--- src/slcr_consts.svh ---
`ifndef SLCR_CONSTS_SVH
`define SLCR_CONSTS_SVH

// ==========================================================
// serial frame layout
`define SLCR_CNT_CMD_LAST 5'h0F
`define SLCR_CNT_FRAME_LAST 5'h17
`define SLCR_CNT_ZERO 5'h00
`define SLCR_CNT_STEP 5'h01
`define SLCR_CMD_RW_BIT 4'hE
`define SLCR_CMD_ADDR_HI 4'hD
`define SLCR_DATA_HI 3'h6
`define SLCR_READ_CODE 1'h1
`define SLCR_DATA_ZERO 8'h00

// ==========================================================
// register offsets
`define SLCR_ADDR_BLEED 15'h002A
`define SLCR_ADDR_MOD 15'h002B
`define SLCR_ADDR_CORE_D 15'h002C
`define SLCR_ADDR_CORE_C 15'h002D
`define SLCR_ADDR_CORE_B 15'h002E
`define SLCR_ADDR_FINE 15'h0010

// ==========================================================
// reset values and writable bits
`define SLCR_RST_BLEED 8'h00
`define SLCR_RST_MOD 8'h01
`define SLCR_RST_CORE_D 8'h44
`define SLCR_RST_CORE_C 8'h11
`define SLCR_RST_CORE_B 8'h12
`define SLCR_MASK_BLEED 8'h29
`define SLCR_MASK_MOD 8'h35
`define SLCR_MASK_CORE_D 8'h7F
`define SLCR_MASK_CORE_CB 8'h1F

// ==========================================================
// field positions
`define SLCR_BIT_BLEED_POLARITY_SEL 3'h5
`define SLCR_BIT_RESYNC 3'h3
`define SLCR_BIT_READ_SEL 3'h0
`define SLCR_BIT_HALF_STEP 3'h5
`define SLCR_BIT_AUX_MOD 3'h4
`define SLCR_BIT_RST_MASK 3'h2
`define SLCR_BIT_MOD_DIS 3'h0
`define SLCR_BIT_AMP_OFF 3'h0
`define SLCR_BIT_TEMP_CAL 3'h1
`define SLCR_CORED_RECT 3'h6
`define SLCR_CORED_RANGE 3'h5
`define SLCR_CORED_NOM_HI 3'h4
`define SLCR_CORED_NOM_LO 3'h2
`define SLCR_CORECB_RECT 3'h4
`define SLCR_CORECB_RANGE 3'h3
`define SLCR_CORECB_NOM_HI 3'h2
`define SLCR_CORECB_NOM_LO 3'h0

`endif

--- src/slcr_pkg.sv ---
`default_nettype none
package slcr_pkg;
    typedef enum logic [1:0] {ST_IDLE, ST_SHIFT, ST_HOLD} slcr_state_e;

    typedef struct packed {
        logic rectifier_bias;
        logic threshold_range;
        logic [2:0] nominal_threshold;
    } slcr_core_cfg_s;

    typedef logic [7:0] slcr_byte_t;
endpackage
`default_nettype wire

--- src/slcr_cfg_byte.sv ---
`timescale 1ns/1ps
`default_nettype none
module slcr_cfg_byte
    import slcr_pkg::*;
#(
    parameter slcr_byte_t RESET_VAL = 8'h00,
    parameter slcr_byte_t WR_MASK = 8'hFF
)
(
    input wire logic clk,
    input wire logic resetn,
    input wire logic wr_en,
    input wire slcr_byte_t wr_data,
    output slcr_byte_t q
);
    // ==========================================================
    // one configuration byte, reserved bits held at zero
    slcr_byte_t q_reg;

    always_ff @(posedge clk or negedge resetn)
    begin
        if (!resetn)
            q_reg <= RESET_VAL;
        else if (wr_en)
            q_reg <= wr_data & WR_MASK; // RL19
    end

    assign q = q_reg;
endmodule
`default_nettype wire

--- src/slcr_top.sv ---
// What this block does
// (RL1) bit 5 of 0x2A selects bleed polarity, 0 negative, 1 positive
// (RL2) bit 3 of 0x2A makes frame load wait for a reference edge
// (RL3) bit 0 of 0x2A selects readback source: 0 VCO data, 1 version
// (RL4) bit 5 of 0x2B adds half step when auxiliary modulator is off
// (RL5) bit 4 of 0x2B enables auxiliary modulator, resets to 0
// (RL6) bit 2 of 0x2B masks modulator reset on fine register 0x10 update
// (RL7) software sets bit 0 of 0x2B in integer mode, clears it otherwise
// (RL8) bit 0 of 0x2C disables amplitude loop; reset keeps it enabled
// (RL9) bit 1 of 0x2C enables temperature dependent calibration voltage
// (RL10) bit 6 of 0x2C picks core D rectifier bias, resets to 1
// (RL11) bit 5 of 0x2C picks core D threshold range
// (RL12) bits 4:2 of 0x2C hold core D nominal threshold
// (RL13) bit 4 of 0x2D picks core C rectifier bias, resets to 1
// (RL14) bit 3 of 0x2D picks core C threshold range
// (RL15) bits 2:0 of 0x2D hold core C nominal threshold
// (RL16) bit 4 of 0x2E picks core B rectifier bias
// (RL17) bit 3 of 0x2E picks core B threshold range
// (RL18) bits 2:0 of 0x2E hold core B nominal threshold, reset 0x2
// (RL19) reserved bits read zero and ignore writes
`timescale 1ns/1ps
`default_nettype none
`include "slcr_consts.svh"
module slcr_top
    import slcr_pkg::*;
(
    input wire logic SYS_CLK,
    input wire logic RESETN,
    input wire logic SER_CLK,
    input wire logic SER_DATA_IN,
    output logic SER_DATA_OUT,
    output logic SER_DATA_OE_N,
    input wire logic CHIP_SELECT_PIN_N,
    input wire logic REFERENCE_INPUT_NEG,
    output logic LOAD_STROBE,
    output logic MOD_RESET_PULSE,
    output logic BLEED_POLARITY_SEL,
    output logic CHIP_SELECT_RESYNC_EN,
    output logic READBACK_VERSION_SEL,
    output logic HALF_STEP_ADD,
    output logic AUX_MODULATOR_EN,
    output logic MODULATOR_RESET_MASK,
    output logic MODULATOR_DISABLE,
    output logic AMPLITUDE_LOOP_OFF,
    output logic TEMP_CAL_VOLTAGE_EN,
    output slcr_core_cfg_s CORE_D_CFG,
    output slcr_core_cfg_s CORE_C_CFG,
    output slcr_core_cfg_s CORE_B_CFG
);

    // ==========================================================
    // pin edge detection
    logic sclk_d_reg;
    logic cs_d_reg;
    logic ref_d_reg;

    always_ff @(posedge SYS_CLK or negedge RESETN)
    begin
        if (!RESETN)
        begin
            sclk_d_reg <= 1'h0;
            cs_d_reg <= 1'h1;
            ref_d_reg <= 1'h0;
        end
        else
        begin
            sclk_d_reg <= SER_CLK;
            cs_d_reg <= CHIP_SELECT_PIN_N;
            ref_d_reg <= REFERENCE_INPUT_NEG;
        end
    end

    wire cs_active = ~CHIP_SELECT_PIN_N;
    wire sclk_rise = SER_CLK & ~sclk_d_reg;
    wire sclk_fall = ~SER_CLK & sclk_d_reg;
    wire cs_fall = ~CHIP_SELECT_PIN_N & cs_d_reg;
    wire cs_rise = CHIP_SELECT_PIN_N & ~cs_d_reg;
    wire ref_rise = REFERENCE_INPUT_NEG & ~ref_d_reg;

    // ==========================================================
    // frame state
    slcr_state_e state_reg;
    slcr_state_e state_next;
    logic [4:0] bit_cnt_reg;
    logic [4:0] bit_cnt_next;
    logic [22:0] shift_in_reg;
    logic cmd_read_reg;
    logic [14:0] cmd_addr_reg;

    wire bit_rise = (state_reg == ST_SHIFT) & sclk_rise & cs_active;
    wire cmd_rise = bit_rise & (bit_cnt_reg == `SLCR_CNT_CMD_LAST);
    wire last_rise = bit_rise & (bit_cnt_reg == `SLCR_CNT_FRAME_LAST);
    wire frame_start = (state_reg == ST_IDLE) & cs_fall;

    wire cmd_read_wire = (shift_in_reg[`SLCR_CMD_RW_BIT] == `SLCR_READ_CODE);
    wire [14:0] cmd_addr_wire = {shift_in_reg[`SLCR_CMD_ADDR_HI:0], SER_DATA_IN};
    wire slcr_byte_t wr_data = {shift_in_reg[`SLCR_DATA_HI:0], SER_DATA_IN};

    always_comb
    begin
        state_next = state_reg;
        case (state_reg)
            ST_IDLE:
                if (cs_fall)
                    state_next = ST_SHIFT;
            ST_SHIFT:
                if (!cs_active)
                    state_next = ST_IDLE;
                else if (last_rise)
                    state_next = ST_HOLD;
            ST_HOLD:
                if (!cs_active)
                    state_next = ST_IDLE;
            default:
                state_next = ST_IDLE;
        endcase
    end

    // extra clocks after the data byte are ignored until deselect
    always_comb
    begin
        bit_cnt_next = bit_cnt_reg;
        if (frame_start)
            bit_cnt_next = `SLCR_CNT_ZERO;
        else if (bit_rise)
            bit_cnt_next = bit_cnt_reg + `SLCR_CNT_STEP;
    end

    always_ff @(posedge SYS_CLK or negedge RESETN)
    begin
        if (!RESETN)
        begin
            state_reg <= ST_IDLE;
            bit_cnt_reg <= `SLCR_CNT_ZERO;
        end
        else
        begin
            state_reg <= state_next;
            bit_cnt_reg <= bit_cnt_next;
        end
    end

    always_ff @(posedge SYS_CLK or negedge RESETN)
    begin
        if (!RESETN)
            shift_in_reg <= 23'h000000;
        else if (bit_rise)
            shift_in_reg <= {shift_in_reg[21:0], SER_DATA_IN};
    end

    always_ff @(posedge SYS_CLK or negedge RESETN)
    begin
        if (!RESETN)
        begin
            cmd_read_reg <= 1'h0;
            cmd_addr_reg <= 15'h0000;
        end
        else if (cmd_rise)
        begin
            cmd_read_reg <= cmd_read_wire;
            cmd_addr_reg <= cmd_addr_wire;
        end
    end

    // ==========================================================
    // write decode
    wire commit = last_rise & ~cmd_read_reg;
    wire wr_bleed = commit & (cmd_addr_reg == `SLCR_ADDR_BLEED);
    wire wr_mod = commit & (cmd_addr_reg == `SLCR_ADDR_MOD);
    wire wr_core_d = commit & (cmd_addr_reg == `SLCR_ADDR_CORE_D);
    wire wr_core_c = commit & (cmd_addr_reg == `SLCR_ADDR_CORE_C);
    wire wr_core_b = commit & (cmd_addr_reg == `SLCR_ADDR_CORE_B);
    wire wr_fine = commit & (cmd_addr_reg == `SLCR_ADDR_FINE);

    // ==========================================================
    // register bytes
    slcr_byte_t q_bleed;
    slcr_byte_t q_mod;
    slcr_byte_t q_core_d;
    slcr_byte_t q_core_c;
    slcr_byte_t q_core_b;

    slcr_cfg_byte #(.RESET_VAL(`SLCR_RST_BLEED), .WR_MASK(`SLCR_MASK_BLEED)) u_bleed
    (
        .clk(SYS_CLK),
        .resetn(RESETN),
        .wr_en(wr_bleed),
        .wr_data(wr_data),
        .q(q_bleed)
    );

    slcr_cfg_byte #(.RESET_VAL(`SLCR_RST_MOD), .WR_MASK(`SLCR_MASK_MOD)) u_mod
    (
        .clk(SYS_CLK),
        .resetn(RESETN),
        .wr_en(wr_mod),
        .wr_data(wr_data),
        .q(q_mod)
    );

    slcr_cfg_byte #(.RESET_VAL(`SLCR_RST_CORE_D), .WR_MASK(`SLCR_MASK_CORE_D)) u_core_d
    (
        .clk(SYS_CLK),
        .resetn(RESETN),
        .wr_en(wr_core_d),
        .wr_data(wr_data),
        .q(q_core_d)
    );

    slcr_cfg_byte #(.RESET_VAL(`SLCR_RST_CORE_C), .WR_MASK(`SLCR_MASK_CORE_CB)) u_core_c
    (
        .clk(SYS_CLK),
        .resetn(RESETN),
        .wr_en(wr_core_c),
        .wr_data(wr_data),
        .q(q_core_c)
    );

    slcr_cfg_byte #(.RESET_VAL(`SLCR_RST_CORE_B), .WR_MASK(`SLCR_MASK_CORE_CB)) u_core_b
    (
        .clk(SYS_CLK),
        .resetn(RESETN),
        .wr_en(wr_core_b),
        .wr_data(wr_data),
        .q(q_core_b)
    );

    // ==========================================================
    // readback
    wire rd_load = cmd_rise & cmd_read_wire;
    wire rd_hit_bleed = (cmd_addr_wire == `SLCR_ADDR_BLEED);
    wire rd_hit_mod = (cmd_addr_wire == `SLCR_ADDR_MOD);
    wire rd_hit_core_d = (cmd_addr_wire == `SLCR_ADDR_CORE_D);
    wire rd_hit_core_c = (cmd_addr_wire == `SLCR_ADDR_CORE_C);
    wire rd_hit_core_b = (cmd_addr_wire == `SLCR_ADDR_CORE_B);
    wire slcr_byte_t rd_data = rd_hit_bleed ? q_bleed :
                               rd_hit_mod ? q_mod :
                               rd_hit_core_d ? q_core_d :
                               rd_hit_core_c ? q_core_c :
                               rd_hit_core_b ? q_core_b : `SLCR_DATA_ZERO;

    slcr_byte_t rd_shift_reg;
    logic rd_out_reg;
    logic rd_drive_reg;

    // data changes on falling serial clock, host samples on rising
    always_ff @(posedge SYS_CLK or negedge RESETN)
    begin
        if (!RESETN)
        begin
            rd_shift_reg <= `SLCR_DATA_ZERO;
            rd_out_reg <= 1'h0;
        end
        else if (rd_load)
            rd_shift_reg <= rd_data;
        else if (sclk_fall & rd_drive_reg)
        begin
            rd_out_reg <= rd_shift_reg[7];
            rd_shift_reg <= {rd_shift_reg[6:0], 1'h0};
        end
    end

    always_ff @(posedge SYS_CLK or negedge RESETN)
    begin
        if (!RESETN)
            rd_drive_reg <= 1'h0;
        else if (!cs_active)
            rd_drive_reg <= 1'h0;
        else if (rd_load)
            rd_drive_reg <= 1'h1;
    end

    assign SER_DATA_OUT = rd_out_reg;
    assign SER_DATA_OE_N = ~rd_drive_reg;

    // ==========================================================
    // frame load and modulator reset
    logic wait_ref_reg;
    logic load_reg;
    logic mod_reset_reg;
    logic fine_pend_reg;
    logic half_step_reg;

    wire resync_en = q_bleed[`SLCR_BIT_RESYNC];
    wire reset_mask = q_mod[`SLCR_BIT_RST_MASK];
    wire load_next = (cs_rise & ~resync_en) | (wait_ref_reg & ref_rise); // RL2
    wire wait_ref_next = (cs_rise & resync_en) | (wait_ref_reg & ~ref_rise); // RL2
    wire fine_pend_next = wr_fine | (fine_pend_reg & ~load_next);
    wire mod_reset_next = load_next & fine_pend_reg & ~reset_mask; // RL6
    wire half_step_next = q_mod[`SLCR_BIT_HALF_STEP] & ~q_mod[`SLCR_BIT_AUX_MOD]; // RL4

    always_ff @(posedge SYS_CLK or negedge RESETN)
    begin
        if (!RESETN)
        begin
            wait_ref_reg <= 1'h0;
            load_reg <= 1'h0;
            mod_reset_reg <= 1'h0;
            fine_pend_reg <= 1'h0;
            half_step_reg <= 1'h0;
        end
        else
        begin
            wait_ref_reg <= wait_ref_next;
            load_reg <= load_next;
            mod_reset_reg <= mod_reset_next;
            fine_pend_reg <= fine_pend_next;
            half_step_reg <= half_step_next;
        end
    end

    assign LOAD_STROBE = load_reg;
    assign MOD_RESET_PULSE = mod_reset_reg;
    assign HALF_STEP_ADD = half_step_reg;

    // ==========================================================
    // configuration outputs
    assign BLEED_POLARITY_SEL = q_bleed[`SLCR_BIT_BLEED_POLARITY_SEL]; // RL1
    assign CHIP_SELECT_RESYNC_EN = resync_en; // RL2
    assign READBACK_VERSION_SEL = q_bleed[`SLCR_BIT_READ_SEL]; // RL3
    assign AUX_MODULATOR_EN = q_mod[`SLCR_BIT_AUX_MOD]; // RL5
    assign MODULATOR_RESET_MASK = reset_mask; // RL6
    assign MODULATOR_DISABLE = q_mod[`SLCR_BIT_MOD_DIS];
    assign AMPLITUDE_LOOP_OFF = q_core_d[`SLCR_BIT_AMP_OFF]; // RL8
    assign TEMP_CAL_VOLTAGE_EN = q_core_d[`SLCR_BIT_TEMP_CAL]; // RL9
    assign CORE_D_CFG.rectifier_bias = q_core_d[`SLCR_CORED_RECT]; // RL10
    assign CORE_D_CFG.threshold_range = q_core_d[`SLCR_CORED_RANGE]; // RL11
    assign CORE_D_CFG.nominal_threshold = q_core_d[`SLCR_CORED_NOM_HI:`SLCR_CORED_NOM_LO]; // RL12
    assign CORE_C_CFG.rectifier_bias = q_core_c[`SLCR_CORECB_RECT]; // RL13
    assign CORE_C_CFG.threshold_range = q_core_c[`SLCR_CORECB_RANGE]; // RL14
    assign CORE_C_CFG.nominal_threshold = q_core_c[`SLCR_CORECB_NOM_HI:`SLCR_CORECB_NOM_LO]; // RL15
    assign CORE_B_CFG.rectifier_bias = q_core_b[`SLCR_CORECB_RECT]; // RL16
    assign CORE_B_CFG.threshold_range = q_core_b[`SLCR_CORECB_RANGE]; // RL17
    assign CORE_B_CFG.nominal_threshold = q_core_b[`SLCR_CORECB_NOM_HI:`SLCR_CORECB_NOM_LO]; // RL18
endmodule
`default_nettype wire

--- config.mk ---
export PLATFORM = sky130hd
export DESIGN_NAME = slcr_top
export DESIGN_NICKNAME = d
export VERILOG_FILES = /design/src/slcr_pkg.sv /design/src/slcr_cfg_byte.sv /design/src/slcr_top.sv
export VERILOG_INCLUDE_DIRS = /design/src
export SDC_FILE = /design/constraint.sdc
export NUM_CORES = 1
export LEC_CHECK = 0
export ABC_AREA = 1
export BUFFER_PORTS_ARGS = -buffer_cell sky130_fd_sc_hd__buf_2
export CAP_MARGIN = 40
export CORE_MARGIN = 2
export CORE_UTILIZATION = 38
export CTS_BUF_LIST = sky130_fd_sc_hd__clkbuf_4
export CTS_CLUSTER_SIZE = 24
export DETAILED_ROUTE_END_ITERATION = 7
export GPL_ROUTABILITY_DRIVEN = 0
export PLACE_DENSITY_LB_ADDON = 0.15
export REMOVE_ABC_BUFFERS = 1
export SETUP_SLACK_MARGIN = 0.02
export SLEW_MARGIN = 10
export SYNTH_ARGS = -nofsm -noshare
export SYNTH_HDL_FRONTEND = slang
export SYNTH_SLANG_ARGS = --single-unit
export TNS_END_PERCENT = 20
--- constraint.sdc ---
create_clock -name SYS_CLK -period 4.7 [get_ports SYS_CLK]
set_input_delay 0.94 -clock SYS_CLK [delete_from_list [all_inputs] [get_ports SYS_CLK]]
set_output_delay 0.94 -clock SYS_CLK [all_outputs]
set_load 0.005 [all_outputs]
# Word level (Yosys, flattened, before mapping)
# Cells that the tools add are included.
[classes]
add_sub_neg = 1
mux = 16
n_reduce_logical = 6
n_eq_ne = 18
bitwise_logic = 43
[op_table]
columns = ["operator", "n"]
rows = [
  ["15-bit by 6-bit == test with 1-bit output (second input constant)", 10],
  ["1-bit AND", 27],
  ["7-bit 2-to-1 mux", 3],
  ["5-bit 2-to-1 mux", 4],
  ["8-bit 2-to-1 mux", 2],
  ["15-bit by 5-bit == test with 1-bit output (second input constant)", 1],
  ["1-bit NOT", 13],
  ["2-bit 2-to-1 mux", 4],
  ["2-bit one-hot mux with 3 select lines", 1],
  ["2-bit nonzero test", 3],
  ["5-bit by 1-bit adder with 5-bit output (second input constant)", 1],
  ["5-bit by 4-bit == test with 1-bit output (second input constant)", 1],
  ["5-bit == test (second input constant)", 1],
  ["2-bit != test (second input constant)", 2],
  ["3-bit != test (second input constant)", 1],
  ["1-bit bitwise OR", 3],
  ["3-bit AND reduction", 1],
  ["2-bit by 1-bit == test with 1-bit output (second input constant)", 1],
  ["2-bit == test (second input constant)", 1],
  ["2-bit zero test", 1],
  ["1-bit 2-to-1 mux", 2],
  ["2-bit AND reduction", 1],
]
[totals]
register_bits = 80
word_cells = 105
out_inout_bits = 28
inputBits = 6

# Depth between registers and ports, before layout
# Gate-level depths: netlist of run 1.
[logic_depth]
depth_word = 8
depth_mapped = 14
mapped_depth_nobuf = 14

# By module
# From an unflattened synthesis of run 1, not the netlist that was laid out.
[unflattened]
cells_unflattened = 490
hier_area_um2 = 3885.0
[by_module_without_submodules]
columns = ["module", "area_per_inst_um2", "n_inst", "seq_area_each_um2", "cells_per_inst"]
rows = [
  ["slcr_top", 2836.5, 1, 1402.6, 367],
  ["slcr_cfg_byte at u_core_b ...", 214.0, 2, 127.6, 25],
  ["slcr_cfg_byte at u_core_d", 282.8, 1, 177.7, 32],
  ["slcr_cfg_byte at u_mod", 183.9, 1, 101.3, 22],
  ["slcr_cfg_byte at u_bleed", 153.9, 1, 75.1, 19],
]

# Worst setup path after synthesis of run 1
# No wires, ideal clock.
[synth_path]
path_type = "input -> register"
startpoint = "in SER_CLK"
endpoint = "reg rd_shift_reg[3]"
arrival_time_ns = 1.878
slack_ns = 2.706
t_required_ns = 4.584
stages = 13
setup_ns = 0.116
n_path_buf = 0
cell_sequence = "inv_1 -> nor2_1 -> nand2_4 -> clkinv_4 -> nand2_4 -> inv_2 -> nand2_2 -> nand2_2 -> inv_2 -> nand2_1 -> o21ai_0 -> inv_1 -> nand2_1"
[synth_via]
elab_chain_cells = 6
elab_cells_between_ends = 10
cone_classes = "mux: 1; bitwise: 8; reduce/logical: 1"
[synth_lines]
columns = ["element", "line_no", "text"]
rows = [
  ["start: declaration", "slcr_top.sv:29", "input wire logic SER_CLK,"],
  ["1-bit AND", "slcr_top.sv:74", "wire sclk_rise = SER_CLK & ~sclk_d_reg;"],
  ["1-bit AND (2 in series)", "slcr_top.sv:90", "wire bit_rise = (state_reg == ST_SHIFT) & sclk_rise & cs_active;"],
  ["1-bit AND", "slcr_top.sv:91", "wire cmd_rise = bit_rise & (bit_cnt_reg == `SLCR_CNT_CMD_LAST);"],
  ["1-bit AND", "slcr_top.sv:230", "wire rd_load = cmd_rise & cmd_read_wire;"],
  ["8-bit 2-to-1 mux / 2-bit nonzero test (equally long branches)", "--", ""],
  ["end signal: assignment", "slcr_top.sv:251", "rd_shift_reg <= `SLCR_DATA_ZERO;"],
  ["end signal: assignment", "slcr_top.sv:255", "rd_shift_reg <= rd_data;"],
  ["end signal: assignment", "slcr_top.sv:259", "rd_shift_reg <= {rd_shift_reg[6:0], 1'h0};"],
  ["end: declaration", "slcr_top.sv:242", "slcr_byte_t rd_shift_reg;"],
]
# Parallel ways exist; a longest one is shown, timed or not.
# A chain may end at the register's enable or synchronous reset.

# Worst setup path in the final report of run 1
# Ends and elaborated chain as after synthesis.

==> impl_results.md, run 1 <==
* Outcome: finished, final reports clean
* Synth area leaders: dfrtp_1 49%, nand2_1 12%, o21ai_0 7.1%
* DR WL/cell at 14.1 um
* Min cycle time layout at 2.14 ns
* Vias at 2955
* Share of layout cells above drive strength 1 at 0.173
* H-tree Lvls at 3
* Worst-path maximum fanout at 36
* Vias in the first global route at 2937
* Area after DPL at 3980 sq um
* CTS buffer count at 9
* Port Buf Inserts at 33
* R2R Path End: rd_shift_reg[0]$_DFFE_PN0P_
* Slowest CP cell: nand2_4
* Setup bufs post-CTS at 0
* ANT cells at 0
* Worst EP required at 5.04 ns
* Most common cell after layout, fill and taps aside: nand2_1
* DRC viols at 0
* # hold bufs at CTS at 0
* Sequential power share at 0.547
* Final Max Tran Viols at 0
* Most frequent cells in the layout: 117 x nand2_1, 72 x dfrtp_1, 52 x o21ai_0
* Area of the core at 9280 sq um
* Global-route wire length before repair at 14400 um
* Tot GR Track Use at 0.179
* Antenna violations before repair at 0
* RSZ-0062 raised after global routing: false
* Maxcap violations at 0
* Area grow syn2layout at 12.6%
* PostCTS Resize Cnt at 0
* Pleak at 2.01 nW
* Clock Power Share at 0.286
* Switching portion of total power at 0.338
* Comb pwr share at 0.167
* Row cnt at 35
* Initial Util at 0.394
* Largest buffer count on any clock path at 2
* Power per cell area at 353 nW/um^2
* Tcrit/Tclk final at 0.456
* Clk_skew at between 0.015 and 0.02 ns
* Post-Syn Area at 3660 sq um
* CTS tree: yes
* Worst slew pin tran at 0.632 ns
* Largest stage delay, worst path at 0.24 ns
* Endpoints failing setup at 0
* Total Nets Final at between 400 and 500
* Leading area contributor after synthesis: dfrtp_1
* Total power at 0.00145 W
* First-pass DRT Iterations at 4
* WP data arrival at 2.49 ns
* CP endpoint kind: flop
* Die width at 102 um
* Count of final hold-check violations at 0
* Cells after synthesis at ~430
* Post-synthesis sequential area ratio at 0.550
* Yosys top cell area share at 0.492
* CTS root buffer: clkbuf_4
* Largest net degree at the start of global routing at 47
* DR vias/cell at 4.94
* Cell area after layout at 4120 sq um
* Synth Register Bits at 80
* Die H at 102 um
* Maximum achievable frequency at 0.466 GHz
* P_int at 0.000962 W
* Setup Total Neg Slack at 0 ns
* Clk Latency, worst-skew pair at 0.43 ns
* Grt ovf at 0
* WS Path Type: in -> reg
* Initial DRC count at 165
* Antenna Nets Post-Route at 0
* Avg Cell Area, Syn at 8.57 sq um
* Yosys warns at 0
* Clock Sinks at 80
* R2R setup slack at between 2 and 3 ns
* Worst IR drop on VDD at around 0.12 mV
* Crit-path cells: buf_2 -> inv_1 -> nor2_1 -> nand2_4 -> clkinv_4 -> nand2_4 -> inv_2 -> nand2_2 -> nand2_2 -> inv_2 -> nand2_1 -> o21ai_0 -> inv_1 -> nand2_1
* Synth cell types at 35
* Startpoint types: input port
* Reg2reg path depth at 9
* Ports at 34
* Worst-path clk slew at 0.14 ns
* Final core utilization at 0.444
* Die area at 10400 sq um
* RR Startpoint: shift_in_reg[11]$_DFFE_PN0P_
* Post-DP HPWL at approximately 6200 um
* Switching power at 0.000491 W
* Tightest Hold Check Type: in -> async
* Final WL at 8420 um
* Worst slew margin at 0.577
-- synth_stat cells (all sizes together) --
cell type,instances
nand2,122
dfrtp,72
o21ai,63
inv,49
nor2,39
nand3,23
nand4,17
dfstp,8
nor3,8
clkbuf,6
a21oi,2
buf,2
clkinv,2
ha,2
o22ai,2
o31ai,2
or2,2
a22o,1
a31oi,1
nand3b,1
nor4,1
o2111ai,1
o221ai,1
-- layout make-up --
class                      instances  area (sq um)
sequential                        80          2010
fill                             956          5160
timing repair buffer              34           195
clock inverter                     7          70.1
clock buffer                       9          67.6
multi-input combinational        288          1420
inverter                          51           198
tap                              129           161
-- worst max-delay path, delay by kind of cell --
kind | cells | cell delay (ns)
simple gates | 7 | 0.93
buf+inv | 6 | 0.53
compound gates | 1 | 0.07
-- cell families after synthesis --
| family | share of synthesized area |
|---|---|
| AO/OA/AOI/OAI | 0.105 |
| adder cells (fa/ha/maj) | 0.00684 |
| buffers and inverters | 0.0629 |
| flip-flops | 0.550 |
| AND/OR/NAND/NOR | 0.275 |
-- how the worst max path moves through the flow --
stage,from,endpoint,slack (ns)
detailed placement,SER_CLK,rd_shift_reg[3]$_DFFE_PN0P_,2.09
floorplan,SER_CLK,rd_shift_reg[3]$_DFFE_PN0P_,2.46
CTS,SER_CLK,rd_shift_reg[3]$_DFFE_PN0P_,2.56
finish,SER_CLK,rd_shift_reg[3]$_DFFE_PN0P_,2.56
global route,shift_in_reg[11]$_DFFE_PN0P_,rd_shift_reg[0]$_DFFE_PN0P_,2.26
global placement,SER_CLK,rd_shift_reg[3]$_DFFE_PN0P_,2.12
-- power by group through the flow --
stage | logic [W] | clock network [W] | registers, W
after CTS | 0.000243 | 0.000429 | 0.000794
after detailed placement | 0.000242 | 0 | 0.000807
after floorplan | 0.000157 | 0 | 0.000793
final | 0.000243 | 0.000416 | 0.000795
after global placement | 0.000236 | 0 | 0.000806
after global routing | 0.000281 | 0.000459 | 0.000804
-- routing by layer --
metal / GRT usage / vias to the layer above / part of all wire
met3: 0.0287 / 13 / 0.034
li1: - / 1464 / -
met4: 0.0862 / 0 / 0.022
met5: 0 / - / 0
met1: 0.237 / 1427 / 0.47
met2: 0.289 / 51 / 0.47
-- through the flow --
| stage | hold WS (ns) | std cells | worst slack (ns) |
|---|---|---|---|
| CTS | 0.440 | 598 | 2.56 |
| global placement | 0.465 | 581 | 2.12 |
| global route | 0.449 | 598 | 2.26 |
| detailed placement | 0.474 | 582 | 2.09 |
| finish | 0.434 | 598 | 2.56 |
| floorplan | 0.445 | 419 | 2.46 |
Power figures use the tool's default switching activity.
==> run 2: changes to the inputs <==
--- a/config.mk
+++ b/config.mk
@@ -6,7 +6,7 @@
 export SDC_FILE = /design/constraint.sdc
 export NUM_CORES = 1
 export LEC_CHECK = 0
-export ABC_AREA = 1
+export ABC_AREA = 0
 export BUFFER_PORTS_ARGS = -buffer_cell sky130_fd_sc_hd__buf_2
 export CAP_MARGIN = 40
 export CORE_MARGIN = 2
==> constraint.sdc (replaced) <==
create_clock -name SYS_CLK -period 2.05 [get_ports SYS_CLK]
set_input_delay 0.41 -clock SYS_CLK [delete_from_list [all_inputs] [get_ports SYS_CLK]]
set_output_delay 0.41 -clock SYS_CLK [all_outputs]
set_load 0.005 [all_outputs]
==> impl_results.md, run 2 <==
* Min cycle time layout at approximately 2.3 ns
* Share of layout cells above drive strength 1 at 0.365 (+0.192)
* Count leader, synth: dfrtp_1
* Area of the core at 8810 sq um (-5.1%)
* CP bufs+invs at 1 (-5)
* CTS buffer count at 9 (unchanged)
* Initial DRC count at 133 (-19%)
* Vias at 2403 (-19%)
* Pleak at 2.13 nW (+5.9%)
* Most common cell after layout, fill and taps aside: dfrtp_1
* Largest stage delay, worst path at 0.59 ns (+0.35 ns)
* Most frequent cells in the layout: 72 x dfrtp_1, 61 x nand2_1, 32 x mux2_2, 32 x buf_2, 30 x buf_4
* Count of final hold-check violations at 0 (unchanged)
* Die area at 9910 sq um (-5.0%)
* Switching power at 0.000730 W (+49%)
* Tcrit/Tclk final at 1.12
* DR vias/cell at 5.00 (+1.1%)
* Layout Cells excl Fill at 481 (-20%)
* Tightest Hold Check Type: in -> reg
* Worst slew pin tran at 0.444 ns (-0.189 ns)
* Largest net degree at the start of global routing at 36 (-23%)
* Port Buf Inserts at 33 (unchanged)
* Ports at 34 (unchanged)
* Comb pwr share at 0.079 (-0.088)
* Antenna violations before repair at 0 (unchanged)
* Placed Cells at 462 (-21%)
* Setup Total Neg Slack at -3.16 ns (-3.16 ns)
* Row cnt at 34 (-2.9%)
* ANT cells at 0 (unchanged)
* H-tree Lvls at 3 (unchanged)
* Yosys warns at 0 (unchanged)
* Clk Latency, worst-skew pair at 0.42 ns (about the same)
* Die H at 99.6 um (-2.5%)
* Cells after synthesis at 303 (-29%)
* Final setup margin at -0.256 ns (-2.81 ns)
* Final Max Tran Viols at 0 (unchanged)
* Avg Cell Area, Syn at 11.5 sq um (+34%)
* Grt ovf at 0 (unchanged)
* DRC viols at 0 (unchanged)
* P_int at 0.00207 W (+110%)
* Post-DP HPWL at 5190 um (-16%)
* Synth Register Bits at 80 (unchanged)
* Async set-reset flop share out of synthesis at 1.00 (unchanged)
* Dpl ws at -0.506 ns (-2.59 ns)
* Clock Power Share at 0.334 (+0.048)
* Startpoint types: flop
* Clock Sinks at 80 (unchanged)
* Initial Util at 0.394 (about the same)
* Top Family by Delay on Critical Path: simple AND/OR/NAND/NOR gates
* Worst-path maximum fanout at 7 (-81%)
* Post-synth EDFFs at 0 (unchanged)
* Yosys top cell area share at 0.519 (+0.0268)
* Failing checks: negative setup slack
* WS Path Type: reg -> reg
* Slowest CP cell: or4_4
* Vias in the first global route at 2325 (-21%)
* CTS tree: yes
* CTS root buffer: clkbuf_4
* Top FF cell, synth: dfrtp_1
* Synth area leaders: dfrtp_1 52%, mux2_2 14%, nand2_1 6.6%
* Total Nets Final at 376 (-20%)
* Antenna Nets Post-Route at 0 (unchanged)
* Clk_skew at 0.0127 ns (-0.00640 ns)
* Tot GR Track Use at 0.163 (-0.0164)
* Maxcap violations at 0 (unchanged)
* Final WL at 7460 um (-11%)
* Sequential power share at 0.587 (+0.040)
* Outcome: finished with violations
* Worst-path clk slew at 0.13 ns (about the same)
* Worst IR drop on VDD at 0.305 mV (+150%)
* Area grow syn2layout at 21.2%
* RSZ-0062 raised after global routing: true
* Endpoints failing setup at 18 (+18)
* Switching portion of total power at 0.261 (-0.0770)
* Post-synthesis sequential area ratio at 0.580 (+0.0299)
* Total power at 0.00280 W (+92%)
* Die width at 99.6 um (-2.5%)
* DR WL/cell at 15.5 um (+10%)
* WP data arrival at 2.62 ns (+0.13 ns)
* Power per cell area at 665 nW/um^2 (+89%)
* First-pass DRT Iterations at 4 (unchanged)
* Leading area contributor after synthesis: dfrtp_1
* Maximum achievable frequency at 0.434 GHz
* Crit-path cells: or3b_4 -> or2_1 -> or4_4 -> nor3_4 -> buf_12 -> mux2_4
* CP endpoint kind: flop
* Worst EP required at 2.36 ns (-2.68 ns)
* Synth top cells by count: 72 x dfrtp_1, 61 x nand2_1, 42 x mux2_2
* Synth cell types at 40 (+14%)
* Largest buffer count on any clock path at 2 (unchanged)
* Worst slew margin at 0.704 (+0.127)
* Post-Syn Area at 3470 sq um (-5.2%)
* Global-route wire length before repair at 12500 um (-13%)
-- run 2: power groups by stage --
stage	logic, W	registers, W	clock network [W]
after floorplan	0.0000637	0.00168	0
after global placement	0.000216	0.00167	0
after detailed placement	0.000217	0.00167	0
after CTS	0.000222	0.00164	0.000967
after global routing	0.000250	0.00165	0.00106
final	0.000221	0.00164	0.000935
-- run 2: metrics by stage --
| step | util | hold WS [ns] | instance area [sq um] |
|---|---|---|---|
| after floorplan | - | 0.114 | 3430 |
| after global placement | 0.452 | 0.391 | 3980 |
| after detailed placement | 0.452 | 0.392 | 3980 |
| after CTS | 0.475 | 0.0890 | 4190 |
| after global routing | 0.478 | 0.0710 | 4210 |
| final | 0.478 | 0.111 | 4210 |
-- run 2: per-layer routing --
metal  wire [um]  vias up  global-route usage
li1            -     1186                   -
met1        3850     1172               0.248
met2        3290       38               0.230
met3         245        7              0.0309
met4          82        0              0.0632
met5           0        -                   0
-- run 2: cell families after synthesis --
kind of cell,Yosys count,synth area share
AOI/OAI and AO/OA,32,0.0505
xor gates and xnor gates,1,0.00252
adders and majority gates,2,0.00721
buffers and inverters,18,0.0195
DFF,80,0.580
muxes,52,0.165
and+or+nand+nor,118,0.176
-- run 2: path summary, 6_finish.rpt --
kind,to,startpoint,slack [ns],cells after the start
max,u_core_d.q[5]$_DFFE_PN0P_,state_reg[1]$_DFFE_PN0P_,-0.26,6
min,ref_d_reg$_DFF_PN0_,REFERENCE_INPUT_NEG,0.11,1
max reg2reg,u_core_d.q[5]$_DFFE_PN0P_,state_reg[1]$_DFFE_PN0P_,-0.26,6
min reg2reg,cmd_read_reg$_DFFE_PN0N_,cmd_read_reg$_DFFE_PN0N_,0.49,2
max in group asynchronous,u_core_d.q[6]$_DFFE_PN1P_,RESETN,0.95,3
min in group asynchronous,cmd_addr_reg[13]$_DFFE_PN0N_,RESETN,0.48,2
-- run 2: worst reg2reg max path: stages, from the launching register on --
cell     delay [ns]
dfrtp_1        0.40
or3b_4         0.37
or2_1          0.23
or4_4          0.59
nor3_4         0.17
buf_12         0.15
mux2_4         0.30
-- run 2: final cells by class --
class	count	area (sq um)
fill	817	4600
sequential	80	2010
multi-input combinational	205	1440
timing repair buffer	66	455
tap	108	135
clock inverter	7	72.6
clock buffer	9	67.6
inverter	6	22.5
-- run 2: repair_timing --
action,in CTS,in global routing
buffers inserted,1,1
hold endpoints to repair,30,0
hold buffers,1,0
cloned,0,0
pin swaps,5,1
resized for setup,10,2
setup endpoints to repair,20,31
